--- config.mk ---
export PLATFORM = sky130hd
export DESIGN_NAME = eccaw_top
export DESIGN_NICKNAME = d
export VERILOG_FILES = /design/src/verilog/eccaw_top.v /design/src/verilog/eccaw_check_gen.v
export VERILOG_INCLUDE_DIRS = /design/src /design/src/include
export SDC_FILE = /design/constraint.sdc
export NUM_CORES = 1
export LEC_CHECK = 0
export BUFFER_PORTS_ARGS = -buffer_cell sky130_fd_sc_hd__buf_2
export CORE_AREA = 2 2 231 176
export CTS_CLUSTER_DIAMETER = 120
export CTS_CLUSTER_SIZE = 16
export DETAILED_ROUTE_END_ITERATION = 8
export DIE_AREA = 0 0 233 178
export SLEW_MARGIN = 10
export SYNTH_ARGS = -nofsm -noshare
export SYNTH_HDL_FRONTEND = slang
export SYNTH_SLANG_ARGS = --single-unit
--- constraint.sdc ---
create_clock -name clock -period 2.4 [get_ports clock]
set_input_delay 0.48 -clock clock [delete_from_list [all_inputs] [get_ports clock]]
set_output_delay 0.48 -clock clock [all_outputs]
set_load 0.05 [all_outputs]
--- src/include/eccaw_defs.vh ---
`ifndef ECCAW_DEFS_VH
`define ECCAW_DEFS_VH

// Register offsets on the plain register port (word index)
`define ECCAW_CFG_OFS        8'h82
`define ECCAW_STS_OFS        8'h90
`define ECCAW_ERR_ADDR_OFS   8'h91
`define ECCAW_DROP_ADDR_OFS  8'h92
`define ECCAW_ERR_EXT_OFS    8'h93
`define ECCAW_DROP_EXT_OFS   8'h94

// Configuration register fields
`define ECCAW_CFG_GEN_SBE    0
`define ECCAW_CFG_GEN_DBE    1
`define ECCAW_CFG_EN_INTR    2
`define ECCAW_CFG_MASK_SBE   3
`define ECCAW_CFG_MASK_DBE   4
`define ECCAW_CFG_MASK_DROP  5
`define ECCAW_CFG_MASK_HMI   6
`define ECCAW_CFG_CLR        7
`define ECCAW_CFG_RST        7'h00

// Status register fields
`define ECCAW_STS_INTR       0
`define ECCAW_STS_SBE        1
`define ECCAW_STS_DBE        2
`define ECCAW_STS_DROP       3
`define ECCAW_STS_SBE_CNT_LO 4
`define ECCAW_STS_DBE_CNT_LO 8
`define ECCAW_STS_DRP_CNT_LO 12

// Write-back resources
`define ECCAW_CMDQ_DEPTH     4'h8

// Widths
`define ECCAW_DATA_W         64
`define ECCAW_CHK_W          8
`define ECCAW_ADDR_W         35
`define ECCAW_BE_W           8

`endif

--- src/verilog/eccaw_top.v ---
// Implementation choice: the strobed register port.
`timescale 1ns/1ps
`include "eccaw_defs.vh"

module eccaw_top #(
  parameter AUTO_CORR = 1
) (
  clock,
  rst_b,
  reg_addr,
  reg_wdata,
  reg_wr,
  reg_rd,
  reg_rdata,
  rd_valid,
  rd_addr,
  rd_data,
  rd_sbe,
  rd_dbe,
  cmdq_used,
  wdf_space,
  hmi_irq,
  host_wr_valid,
  host_wr_addr,
  host_wr_be,
  wb_valid,
  wb_addr,
  wb_data,
  wb_check,
  reread_valid,
  reread_addr,
  ecc_irq
);
  input  wire                       clock;
  input  wire                       rst_b;
  input  wire [7:0]                 reg_addr;
  input  wire [31:0]                reg_wdata;
  input  wire                       reg_wr;
  input  wire                       reg_rd;
  output reg  [31:0]                reg_rdata;
  input  wire                       rd_valid;
  input  wire [`ECCAW_ADDR_W-1:0]   rd_addr;
  input  wire [`ECCAW_DATA_W-1:0]   rd_data;
  input  wire                       rd_sbe;
  input  wire                       rd_dbe;
  input  wire [3:0]                 cmdq_used;
  input  wire                       wdf_space;
  input  wire                       hmi_irq;
  input  wire                       host_wr_valid;
  input  wire [`ECCAW_ADDR_W-1:0]   host_wr_addr;
  input  wire [`ECCAW_BE_W-1:0]     host_wr_be;
  output reg                        wb_valid;
  output reg  [`ECCAW_ADDR_W-1:0]   wb_addr;
  output reg  [`ECCAW_DATA_W-1:0]   wb_data;
  output reg  [`ECCAW_CHK_W-1:0]    wb_check;
  output reg                        reread_valid;
  output reg  [`ECCAW_ADDR_W-1:0]   reread_addr;
  output wire                       ecc_irq;

  ////////////////////////////////////////////////////////////////////////////
  // Decode helper

  function addr_hit;
    input [7:0] addr;
    input [7:0] ofs;
    begin
      addr_hit = (addr == ofs);
    end
  endfunction

  ////////////////////////////////////////////////////////////////////////////
  // State

  reg  [6:0]                cfg;
  reg                       sts_intr;
  reg                       sts_sbe;
  reg                       sts_dbe;
  reg                       sts_drop;
  reg  [3:0]                cnt_sbe;
  reg  [3:0]                cnt_dbe;
  reg  [3:0]                cnt_drop;
  reg  [`ECCAW_ADDR_W-1:0]  err_addr;
  reg  [`ECCAW_ADDR_W-1:0]  drop_addr;

  reg  [6:0]                next_cfg;
  reg  [31:0]               next_rdata;
  reg  [`ECCAW_DATA_W-1:0]  next_wb_data;

  wire [`ECCAW_CHK_W-1:0]   fresh_check;
  wire                      cfg_wr;
  wire                      clr;
  wire                      sbe_ev;
  wire                      dbe_ev;
  wire                      wb_room;
  wire                      wb_go;
  wire                      drop_ev;
  wire                      intr_ev;
  wire                      retry_ev;
  wire                      auto_on;

  ////////////////////////////////////////////////////////////////////////////
  // Event classification

  assign auto_on = (AUTO_CORR != 0);

  // Double-bit wins when both flags arrive: it cannot be repaired
  assign dbe_ev = rd_valid & rd_dbe;
  assign sbe_ev = rd_valid & rd_sbe & ~rd_dbe;

  // No stalling: a correction lacking room is simply dropped
  assign wb_room = (cmdq_used < `ECCAW_CMDQ_DEPTH) & wdf_space;
  // Every single-bit read that finds room is corrected afresh, dropped before or not
  assign wb_go   = auto_on & sbe_ev & wb_room;
  assign drop_ev = auto_on & sbe_ev & ~wb_room;

  assign intr_ev = (sbe_ev  & ~cfg[`ECCAW_CFG_MASK_SBE])
                 | (dbe_ev  & ~cfg[`ECCAW_CFG_MASK_DBE])
                 | (drop_ev & ~cfg[`ECCAW_CFG_MASK_DROP])
                 | (hmi_irq & ~cfg[`ECCAW_CFG_MASK_HMI]);

  // A write with every byte lane off only forces the location to be read
  assign retry_ev = host_wr_valid & (host_wr_be == {`ECCAW_BE_W{1'b0}});

  assign cfg_wr = reg_wr & addr_hit(reg_addr, `ECCAW_CFG_OFS);
  assign clr    = cfg_wr & reg_wdata[`ECCAW_CFG_CLR];

  assign ecc_irq = sts_intr & cfg[`ECCAW_CFG_EN_INTR];

  ////////////////////////////////////////////////////////////////////////////
  // Write-back data path

  eccaw_check_gen u_check_gen (
    .data  (rd_data),
    .check (fresh_check)
  );

  // Injection flips data after the code is computed, so reads will flag it
  always @* begin
    next_wb_data = rd_data;
    if (cfg[`ECCAW_CFG_GEN_DBE]) begin
      next_wb_data[1:0] = ~rd_data[1:0];
    end else if (cfg[`ECCAW_CFG_GEN_SBE]) begin
      next_wb_data[0] = ~rd_data[0];
    end
  end

  always @(posedge clock or negedge rst_b) begin
    if (!rst_b) begin
      wb_valid <= 1'b0;
      wb_addr  <= {`ECCAW_ADDR_W{1'b0}};
      wb_data  <= {`ECCAW_DATA_W{1'b0}};
      wb_check <= {`ECCAW_CHK_W{1'b0}};
    end else begin
      wb_valid <= wb_go;
      if (wb_go) begin
        wb_addr  <= rd_addr;
        wb_data  <= next_wb_data;
        wb_check <= fresh_check;
      end
    end
  end

  always @(posedge clock or negedge rst_b) begin
    if (!rst_b) begin
      reread_valid <= 1'b0;
      reread_addr  <= {`ECCAW_ADDR_W{1'b0}};
    end else begin
      reread_valid <= retry_ev;
      if (retry_ev) begin
        reread_addr <= host_wr_addr;
      end
    end
  end

  ////////////////////////////////////////////////////////////////////////////
  // Configuration; the clear bit is a pulse and never stored

  always @* begin
    next_cfg = cfg;
    if (cfg_wr) begin
      next_cfg = reg_wdata[6:0];
    end
  end

  always @(posedge clock or negedge rst_b) begin
    if (!rst_b) begin
      cfg <= `ECCAW_CFG_RST;
    end else begin
      cfg <= next_cfg;
    end
  end

  ////////////////////////////////////////////////////////////////////////////
  // Sticky status; a set in the clearing cycle wins over the clear

  always @(posedge clock or negedge rst_b) begin
    if (!rst_b) begin
      sts_intr <= 1'b0;
      sts_sbe  <= 1'b0;
      sts_dbe  <= 1'b0;
      sts_drop <= 1'b0;
    end else begin
      if (intr_ev) begin
        sts_intr <= 1'b1;
      end else if (clr) begin
        sts_intr <= 1'b0;
      end
      if (sbe_ev) begin
        sts_sbe <= 1'b1;
      end else if (clr) begin
        sts_sbe <= 1'b0;
      end
      if (dbe_ev) begin
        sts_dbe <= 1'b1;
      end else if (clr) begin
        sts_dbe <= 1'b0;
      end
      if (drop_ev) begin
        sts_drop <= 1'b1;
      end else if (clr) begin
        sts_drop <= 1'b0;
      end
    end
  end

  // Counters wrap by design and survive the clear bit
  always @(posedge clock or negedge rst_b) begin
    if (!rst_b) begin
      cnt_sbe  <= 4'h0;
      cnt_dbe  <= 4'h0;
      cnt_drop <= 4'h0;
    end else begin
      if (sbe_ev) begin
        cnt_sbe <= cnt_sbe + 4'h1;
      end
      if (dbe_ev) begin
        cnt_dbe <= cnt_dbe + 4'h1;
      end
      if (drop_ev) begin
        cnt_drop <= cnt_drop + 4'h1;
      end
    end
  end

  ////////////////////////////////////////////////////////////////////////////
  // Captured addresses; low word and extension share one register

  always @(posedge clock or negedge rst_b) begin
    if (!rst_b) begin
      err_addr  <= {`ECCAW_ADDR_W{1'b0}};
      drop_addr <= {`ECCAW_ADDR_W{1'b0}};
    end else begin
      if (sbe_ev | dbe_ev) begin
        err_addr <= rd_addr;
      end else if (clr) begin
        err_addr <= {`ECCAW_ADDR_W{1'b0}};
      end
      if (drop_ev) begin
        drop_addr <= rd_addr;
      end else if (clr) begin
        drop_addr <= {`ECCAW_ADDR_W{1'b0}};
      end
    end
  end

  ////////////////////////////////////////////////////////////////////////////
  // Register read; data stands one cycle after the strobe, zero otherwise

  always @* begin
    next_rdata = 32'h00000000;
    if (reg_rd) begin
      if (addr_hit(reg_addr, `ECCAW_CFG_OFS)) begin
        next_rdata[6:0] = cfg;
      end else if (addr_hit(reg_addr, `ECCAW_STS_OFS)) begin
        next_rdata[`ECCAW_STS_INTR] = sts_intr;
        next_rdata[`ECCAW_STS_SBE]  = sts_sbe;
        next_rdata[`ECCAW_STS_DBE]  = sts_dbe;
        next_rdata[`ECCAW_STS_DROP] = sts_drop;
        next_rdata[`ECCAW_STS_SBE_CNT_LO+3:`ECCAW_STS_SBE_CNT_LO] = cnt_sbe;
        next_rdata[`ECCAW_STS_DBE_CNT_LO+3:`ECCAW_STS_DBE_CNT_LO] = cnt_dbe;
        next_rdata[`ECCAW_STS_DRP_CNT_LO+3:`ECCAW_STS_DRP_CNT_LO] = cnt_drop;
      end else if (addr_hit(reg_addr, `ECCAW_ERR_ADDR_OFS)) begin
        next_rdata = err_addr[31:0];
      end else if (addr_hit(reg_addr, `ECCAW_DROP_ADDR_OFS)) begin
        next_rdata = drop_addr[31:0];
      end else if (addr_hit(reg_addr, `ECCAW_ERR_EXT_OFS)) begin
        next_rdata[2:0] = err_addr[34:32];
      end else if (addr_hit(reg_addr, `ECCAW_DROP_EXT_OFS)) begin
        next_rdata[2:0] = drop_addr[34:32];
      end
    end
  end

  always @(posedge clock or negedge rst_b) begin
    if (!rst_b) begin
      reg_rdata <= 32'h00000000;
    end else begin
      reg_rdata <= next_rdata;
    end
  end

endmodule

--- src/verilog/eccaw_check_gen.v ---
`timescale 1ns/1ps
`include "eccaw_defs.vh"

module eccaw_check_gen (
  data,
  check
);
  input  wire [`ECCAW_DATA_W-1:0] data;
  output reg  [`ECCAW_CHK_W-1:0]  check;

  integer i;
  integer k;
  integer pos;

  // Hamming positions skip powers of two; bit 7 is overall parity (SECDED)
  always @* begin
    check = 8'h00;
    pos   = 2;
    for (i = 0; i < `ECCAW_DATA_W; i = i + 1) begin
      pos = pos + 1;
      if ((pos & (pos - 1)) == 0) begin
        pos = pos + 1;
      end
      for (k = 0; k < `ECCAW_CHK_W - 1; k = k + 1) begin
        if (((pos >> k) & 1) == 1) begin
          check[k] = check[k] ^ data[i];
        end
      end
    end
    check[`ECCAW_CHK_W-1] = (^data) ^ (^check[`ECCAW_CHK_W-2:0]);
  end

endmodule

==> flow_summary.ini, run 1 <==
[finish]
nFillCells = 3870
area_growth_pct = 31.5
multi_input_area_mm2 = 0.00466
fin_util_pct = 38.9
seqCellArea_mm2 = 0.00673
fin_area_mm2 = 0.0152
drive_gt1_share_pct = 31.7
fin_nets = 1725
fin_cells = 2051

[drt]
routed_wl_mm = 36.0
drc = 0
first_pass_iters = 5
ant_nets = 0
vias_per_cell = 4.50
drt-initial-drc-count = 518
vias = 9233
wl_per_cell_um = 17.6

[yosys]
ys_seq_area_share_pct = 58.0
netlist_instances = 1115
syn_nets = 1314
ys.flop_type = dfrtp_1
synth_top_cell_area_share_pct = 58.0
synth_area_leader_cell = dfrtp_1
synthesis.area_mm2 = 0.0116
synth_compound_area_share_pct = 8.52
yosys.area_share.simple_pct = 16.6
synth_area_leaders = dfrtp_1, nand2_1, xnor2_1
synth-edff-count = 0
syn_avg_cell_area_um2 = 10.4
yosys.cell_count.top_type = nand2_1
ys_types = 41
synthMuxAreaShare_pct = 2.35
ys_ff_latch = 269
yosys_warnings = 0
yosys.area_share.adder_pct = 0.324
synthTopCellsByCount = nand2_1, dfrtp_1, xnor2_1, a22o_1, clkbuf_1
async_flop_share_pct = 100
synth_xor_xnor_area_share_pct = 12.2
synth_top_family_by_area = simple AND/OR/NAND/NOR gates

[sta]
setup_violations = 0
finClkSkew_ns = 0.0108
relSlewSlack_pct = 35.1
max_slew.worst_pin.slew_ns = 0.968
period_minus_slack_ns = 2.01
timing.fmax_ghz = 0.497
drv_slew = 0
rsz0062_at_grt = no
hold_violations = 0
timing.final.crit_share_pct = 83.9
holdWs_ns = 0.163

[floorplanning]
ioPinCount = 373
initial_core_util_pct = 29.6
die_area_mm2 = 0.0415
fp.dieW_um = 233
row_count = 63
die_y_um = 178
core-area_mm2 = 0.0392

[placement]
portBuffers = 345
gp_congestion = 0.822
place_inst = 2023
dpl.hpwl_mm = 27.3
placed_area_mm2 = 0.0147

[worst_setup_path]
critPathArrivalTime_ns = 2.46
crit_slowest_cell = xnor3_1
critPathMaxStageDelay_ns = 0.47
criticalPathCategory = in2reg
crit_fanout = 3
end_kind = register
critPathTopFamily = XOR/XNOR gates
path_cells = buf_2, xnor2_1, xnor3_1, xnor2_2, xnor3_1, xnor2_2, xnor3_1, o21ai_1
cp.required_ns = 2.85
start_kind = primary input
crit_buf_inv = 1
cp_common_cell = xnor3_1

[global_routing]
antenna_found_initial = 3
grt.total_usage_pct = 17.2
overflow = 0
grt_pass1_wl_mm = 55.1
first_global_vias = 9353
grt_max_degree = 83

[outcome]
status = finished, final reports clean

[pwr]
p_leak_nw = 8.22
power_density_mw_per_mm2 = 902
vdd_drop_max_v = 0.000492

[hold_path]
hp-class = in2reg

[clock_tree]
cts_tree = done
cts_setup_buffers = 0
clk_pin_slew_ns = 0.08
cts_root_buf = clkbuf_16
h-tree-depth = 1
numCtsBuffers = 20
clk_path_buf_depth = 3
insertion_delay_ns = 0.52
cts_sinks = 269

[run]
max_cap_viol_count = 0
cells in the final DEF (no fill, tap or decap), types with 2 or more instances in the layout:
cell and n:
buf_4 84, and2_1 2, nand2_1 428, a21oi_1 12, ha_1 3, nor2_1 40, xnor2_1 89, xor2_1 24
xnor3_1 15, xnor2_2 4, nand4_1 2, mux2_2 10, nand3b_1 2, mux2i_1 16, diode_2 5, a21boi_0 3
nor3_1 3, o22ai_1 3, buf_2 344, nor2_2 2, o2bb2ai_1 3, nand3_1 4, a22oi_1 20, buf_12 13
clkbuf_16 21, inv_1 3, nor2b_1 6, dfrtp_1 269, o21ai_0 12, a22o_1 70
registers in the layout (all words and copies together) (netlist names):
signal and flops:
err_addr 35, reread_valid 1, wb_check 8, cfg 7, reread_addr 35, drop_addr 35
cnt_dbe 4, cnt_sbe 4, wb_valid 1, sts_sbe 1, reg_rdata 32, wb_addr 35
wb_data 64, sts_drop 1, cnt_drop 4, sts_intr 1, sts_dbe 1
cells by family (layout without fill, tap and decap cells):
group / count (synthesis) / in the layout
AO/OA/AOI/OAI: 128 / 128
XOR/XNOR: 133 / 133
adder cells (fa/ha/maj): 3 / 3
buffers and inverters: 59 / 470
flip-flops: 269 / 269
multiplexers: 26 / 26
other: 0 / 5
AND/OR/NAND/NOR: 497 / 497
metrics by stage:
stage	TNS (ns)	worst slack, ns	power (mW)
global route	0	0.209	14.5
CTS	0	0.366	14.0
detailed placement	-0.434	-0.188	10.7
global placement	-0.410	-0.213	10.7
finish	0	0.386	13.7
floorplan	0	0.106	9.15
cell type report:
class,count,area share [%]
Sequential cell,269,44.2
Multi-Input combinational cell,787,30.6
Timing Repair Buffer,443,17.3
Tap cell,520,4.27
Clock buffer,21,3.45
Inverter,5,0.140
Antenna cell,5,0.0821
Clock inverter,1,0.0328
worst register-to-register path: stages (launching register included):
cell     delay [ns]
dfrtp_1        0.43
ha_1           0.30
mux2_2         0.25
where the power goes:
group / leakage, nW / internal [mW] / switching (mW)
sequential: 3.46 / 5.24 / 0.434
clock: 0.263 / 1.55 / 1.57
combinational: 4.50 / 1.90 / 3.05
path summary, 6_finish.rpt:
path,startpoint,endpoint,slack [ns],cells past startpoint
worst max-delay path,rd_data[51],wb_check[7],0.39,8
worst min-delay path,host_wr_addr[1],reread_addr[1],0.16,3
worst max register to register,cnt_dbe[0],cnt_dbe[1],1.30,2
worst min register to register,reread_addr[12],reread_addr[12],0.47,2
max in group asynchronous,rst_b,wb_data[56],1.10,3
min in group asynchronous,rst_b,wb_addr[15],0.56,2
layer usage:
layer	vias to the layer above	track usage, %	wire (um)
met5	-	0	13
met4	2	4.88	1000
met3	47	2.64	1590
met2	222	26.8	16200
met1	4521	25.0	17300
li1	4441	-	-
timing repair:
item,4_1_cts,5_1_grt
endpoints found under the setup margin,0,0
resized for setup,0,0
endpoints found under the hold margin,1,0
hold buffers,1,0
(Power assumes the default switching activity.)
==> inputs of run 2 (changes only) <==
==> constraint.sdc (replaced) <==
create_clock -name clock -period 1.9 [get_ports clock]
set_input_delay 0.38 -clock clock [delete_from_list [all_inputs] [get_ports clock]]
set_output_delay 0.38 -clock clock [all_outputs]
set_load 0.05 [all_outputs]
==> flow_summary.ini, run 2 (synthesis gave the netlist of run 1 again) <==
[sta]
timing.final.crit_share_pct = 98.2
drv_slew = 0
hold_violations = 0
period_minus_slack_ns = 1.86
timing.fmax_ghz = 0.536
relSlewSlack_pct = 70.9
max_slew.worst_pin.slew_ns = 0.437
finClkSkew_ns = 0.00763
setup_violations = 0

[pwr]
p_sw_mw = 6.51
vdd_drop_max_v = 0.000698
netSwitchingFraction_pct = 37.1
power.share.sequential_pct = 40.9
power_density_mw_per_mm2 = 1140
internal-power_mw = 11.0
p_leak_nw = 8.33
p_comb_share_pct = 36.4
p_clk_share_pct = 22.7

[drt]
vias_per_cell = 4.57
first_pass_iters = 5
wl_per_cell_um = 17.7
drc = 0
drt-initial-drc-count = 578
routed_wl_mm = 36.6
vias = 9446
ant_nets = 0

[global_routing]
overflow = 0
grt.total_usage_pct = 17.4
grt_max_degree = 87
grt_pass1_wl_mm = 55.5
first_global_vias = 9375
antenna_found_initial = 7

[placement]
dpl.hpwl_mm = 27.3
gp_congestion = 0.895
placed_area_mm2 = 0.0148
portBuffers = 345

[worst_setup_path]
critPathArrivalTime_ns = 2.32
cp.required_ns = 2.36
path_cells = buf_2, xnor2_2, xnor2_1, xnor2_1, xnor3_1, xnor2_1, xnor3_1, o21ai_1
crit_fanout = 3
end_kind = register
cp_common_cell = xnor2_1
criticalPathCategory = in2reg
critPathMaxStageDelay_ns = 0.49
start_kind = primary input
crit_slowest_cell = xnor3_1

[finish]
mostFrequentLayoutCells = nand2_1, buf_2, dfrtp_1
area_growth_pct = 33.2
final_common_cell = nand2_1
fin_util_pct = 39.4
drive_gt1_share_pct = 32.9
nFillCells = 3880
largest_register_ffs = 64
regMostFlops = wb_data
fin_nets = 1737
fin_area_mm2 = 0.0154

[clock_tree]
cts_root_buf = clkbuf_16
insertion_delay_ns = 0.52
numCtsBuffers = 20
cts_sinks = 269
clk_path_buf_depth = 3
h-tree-depth = 1
clk_pin_slew_ns = 0.08
cts_tree = done

[floorplanning]
die_y_um = 178
fp.dieW_um = 233
initial_core_util_pct = 29.6
die_area_mm2 = 0.0415
ioPinCount = 373
row_count = 63
core-area_mm2 = 0.0392

[outcome]
status = finished, final reports clean

[run]
max_cap_viol_count = 0

[hold_path]
hp-class = in2reg
[run 2: final cells by class]
cell class | instances | area (um^2) | share of cell area (%)
Inverter | 5 | 20.0 | 0.130
Clock buffer | 21 | 526 | 3.40
Clock inverter | 1 | 5.00 | 0.0324
Timing Repair Buffer | 455 | 2770 | 18.0
Tap cell | 520 | 651 | 4.21
Multi-Input combinational cell | 787 | 4720 | 30.6
Sequential cell | 269 | 6730 | 43.6
Antenna cell | 7 | 17.5 | 0.113
[run 2: metrics by stage]
step	worst slack (ns)	total power, mW	cells	hold slack [ns]	setup TNS, ns
after floorplan	-0.194	11.6	1115	0.0844	-0.249
after global placement	-0.609	13.6	2034	0.311	-29.02
after detailed placement	-0.596	13.6	2034	0.312	-33.65
after CTS	0.0208	17.7	2057	0.0154	0
after global routing	-0.000562	18.5	2062	0.0212	-0.000562
final	0.0350	17.6	2065	0.0428	0
[run 2: metal layers]
| layer | vias up | part of all wire, % | GRT usage (%) |
|---|---|---|---|
| met3 | 49 | 6.2 | 3.74 |
| met4 | 0 | 2.6 | 4.72 |
| met5 | - | 0 | 0 |
| met2 | 278 | 44 | 26.2 |
| li1 | 4471 | - | - |
| met1 | 4648 | 47 | 25.3 |
[run 2: timing repair]
| action | 4_1_cts | 5_1_grt |
|---|---|---|
| setup buffers | 0 | 1 |
| endpoints found under the hold margin | 36 | 0 |
| pin swaps | 3 | 7 |
| hold buffers | 1 | 0 |
| endpoints found under the setup margin | 1 | 1 |
| gates resized for setup | 1 | 13 |
[run 2: path summary, 6_finish.rpt]
kind	depth (start not counted)	end	slack [ns]	from
worst max register to register	2	cnt_dbe[1]	0.80	cnt_dbe[0]
worst min register to register	1	cnt_dbe[3]	0.47	cnt_dbe[3]
worst min-delay path	3	reread_addr[1]	0.04	host_wr_addr[1]
worst max-delay path	8	wb_check[7]	0.04	rd_data[36]
max in group asynchronous	3	wb_data[36]	0.84	rst_b
min in group asynchronous	2	wb_addr[16]	0.35	rst_b
[run 2: critical path: cells and delay by family]
family / cells / cell delay [ns]
XOR/XNOR: 6 / 1.69
buffers and inverters: 1 / 0.13
AO/OA/AOI/OAI: 1 / 0.12
[run 2: power groups by stage]
stage	Sequential [mW]	Combinational (mW)	Clock [mW]
floorplan	9.13	2.47	0
global placement	7.24	6.32	0
detailed placement	7.27	6.38	0
CTS	7.17	6.40	4.17
global route	7.29	6.82	4.39
finish	7.17	6.39	3.99
==> inputs of run 3 (changes only) <==
--- a/config.mk
+++ b/config.mk
@@ -12,6 +12,8 @@
 export CTS_CLUSTER_SIZE = 16
 export DETAILED_ROUTE_END_ITERATION = 8
 export DIE_AREA = 0 0 233 178
+export PLACE_DENSITY_LB_ADDON = 0.3
+export SKIP_LAST_GASP = 1
 export SLEW_MARGIN = 10
 export SYNTH_ARGS = -nofsm -noshare
 export SYNTH_HDL_FRONTEND = slang
==> flow_summary.ini, run 3 (synthesis gave the netlist of run 1 again) <==
[outcome]
status = complete, but fails checks
violations = setup timing

[finish]
regMostFlops = wb_data
largest_register_ffs = 64
nFillCells = 3874
seqCellArea_mm2 = 0.00673
fin_nets = 1726
multi_input_area_mm2 = 0.00473
mostFrequentLayoutCells = nand2_1, buf_2, dfrtp_1
drive_gt1_share_pct = 32.6
area_growth_pct = 32.3
fin_area_mm2 = 0.0153
fin_cells = 2050
final_common_cell = nand2_1

[worst_setup_path]
criticalPathCategory = in2reg
start_kind = primary input
reg2reg_depth = 2
crit_fanout = 3
critPathArrivalTime_ns = 2.37
crit_slowest_cell = xnor3_2
rr_startpoint = cnt_drop[0]
path_cells = buf_2, xnor3_2, xnor2_2, xnor2_1, xnor3_2, xnor2_2, xnor3_1, o21ai_1
ff2ff_setup_slack_ns = 0.81
r2r_end = cnt_drop[1]
end_kind = register
critPathMaxStageDelay_ns = 0.50
cp.required_ns = 2.35

[clock_tree]
numCtsBuffers = 20
clk_path_buf_depth = 3
cts_sinks = 269
insertion_delay_ns = 0.52
cts_root_buf = clkbuf_16
clk_pin_slew_ns = 0.08
h-tree-depth = 1
cts_tree = done

[drt]
vias = 9267
wl_per_cell_um = 17.9
drc = 0
vias_per_cell = 4.52
routed_wl_mm = 36.7
first_pass_iters = 7
drt-initial-drc-count = 564
ant_nets = 0

[pwr]
p_comb_share_pct = 36.3
internal-power_mw = 11.0
p_leak_nw = 8.29
netSwitchingFraction_pct = 37.3
power_density_mw_per_mm2 = 1150
vdd_drop_max_v = 0.000638
p_sw_mw = 6.55
power.share.sequential_pct = 40.9
p_clk_share_pct = 22.9

[sta]
rsz0062_at_grt = yes
max_slew.worst_pin.slew_ns = 0.468
hold_violations = 0
relSlewSlack_pct = 68.8
setup_violations = 1
timing.fmax_ghz = 0.521
finClkSkew_ns = 0.0101
finalWorstSetupSlack_ns = -0.0208
timing.final.crit_share_pct = 101
drv_slew = 0
period_minus_slack_ns = 1.92

[placement]
dpl_worst_slack_ns = -0.584
place_inst = 2024
portBuffers = 345
gp_congestion = 0.861
placed_area_mm2 = 0.0148
dpl.hpwl_mm = 27.2

[hold_path]
hold-path-cell-count = 3
hp-class = in2reg
whs_endpoint = reread_addr[34]
min_from = host_wr_addr[34]

[floorplanning]
fp.dieW_um = 233
ioPinCount = 373
row_count = 63
core-area_mm2 = 0.0392
die_area_mm2 = 0.0415
initial_core_util_pct = 29.6
die_y_um = 178

[global_routing]
antenna_found_initial = 7
grt.total_usage_pct = 17.6
grt_pass1_wl_mm = 56.1
first_global_vias = 9291
overflow = 0
grt_max_degree = 87

[run]
max_cap_viol_count = 0
run 3: changes by cell type in the layout (fill, tap and decap cells not counted), sizes merged:
| cell | before | now |
|---|---|---|
| buf | 454 | 443 |
| diode | 7 | 3 |
run 3: metrics by stage:
stage / utilization [%] / power, mW / setup TNS (ns) / hold WS [ns]
after floorplan: - / 11.6 / -0.249 / 0.0844
after global placement: 37.7 / 13.5 / -34.58 / 0.339
after detailed placement: 37.7 / 13.7 / -37.40 / 0.341
final: 39.2 / 17.6 / -0.0208 / 0.0529
after CTS: 39.1 / 17.8 / 0 / 0.0132
after global routing: 39.2 / 18.5 / -0.0658 / 0.0234
run 3: metal layers:
layer	global-route usage (%)	up-vias	routed length (um)	part of all wire, %
met1	25.5	4539	17300	47
li1	-	4441	-	-
met3	3.15	45	2060	5.6
met2	27.4	238	16600	45
met5	0	-	26	0.071
met4	3.87	4	753	2.1
run 3: how the worst max path moves through the flow:
stage	cells after the start	startpoint	slack (ns)	end
after floorplan	7	rd_data[7]	-0.19	wb_check[7]
after global placement	8	rd_data[17]	-0.54	wb_check[7]
after detailed placement	8	rd_data[17]	-0.58	wb_check[7]
after CTS	8	rd_data[50]	0.003	wb_check[7]
after global routing	10	rd_data[16]	-0.07	wb_check[7]
final	8	rd_data[52]	-0.02	wb_check[7]
run 3: power groups by stage:
stage | sequential (mW) | combinational, mW | clock [mW]
2_1_floorplan | 9.13 | 2.47 | 0
3_3_place_gp | 7.24 | 6.30 | 0
3_5_place_dp | 7.27 | 6.38 | 0
4_1_cts | 7.18 | 6.39 | 4.20
5_1_grt | 7.30 | 6.81 | 4.39
6_report | 7.18 | 6.38 | 4.02
run 3: layout make-up:
class / instances / share of cell area [%]
antenna: 3 / 0.0489
clock buffer: 21 / 3.42
inverter: 5 / 0.130
tap: 520 / 4.24
sequential: 269 / 43.9
timing repair buffer: 444 / 17.4
multi-input combinational: 787 / 30.9
clock inverter: 1 / 0.0326
run 3: repair_timing:
action	CTS	global route
buffers inserted	0	0
pin swaps	2	2
gates resized for setup	2	6
endpoints found under the setup margin	1	1
endpoints found under the hold margin	41	0
hold buffers	1	0
cloned	0	0
run 3: worst max-delay path, delay by kind of cell:
kind                   cells  cell delay [ns]
XOR/XNOR                   6             1.70
buffers and inverters      1             0.15
AO/OA/AOI/OAI              1             0.13
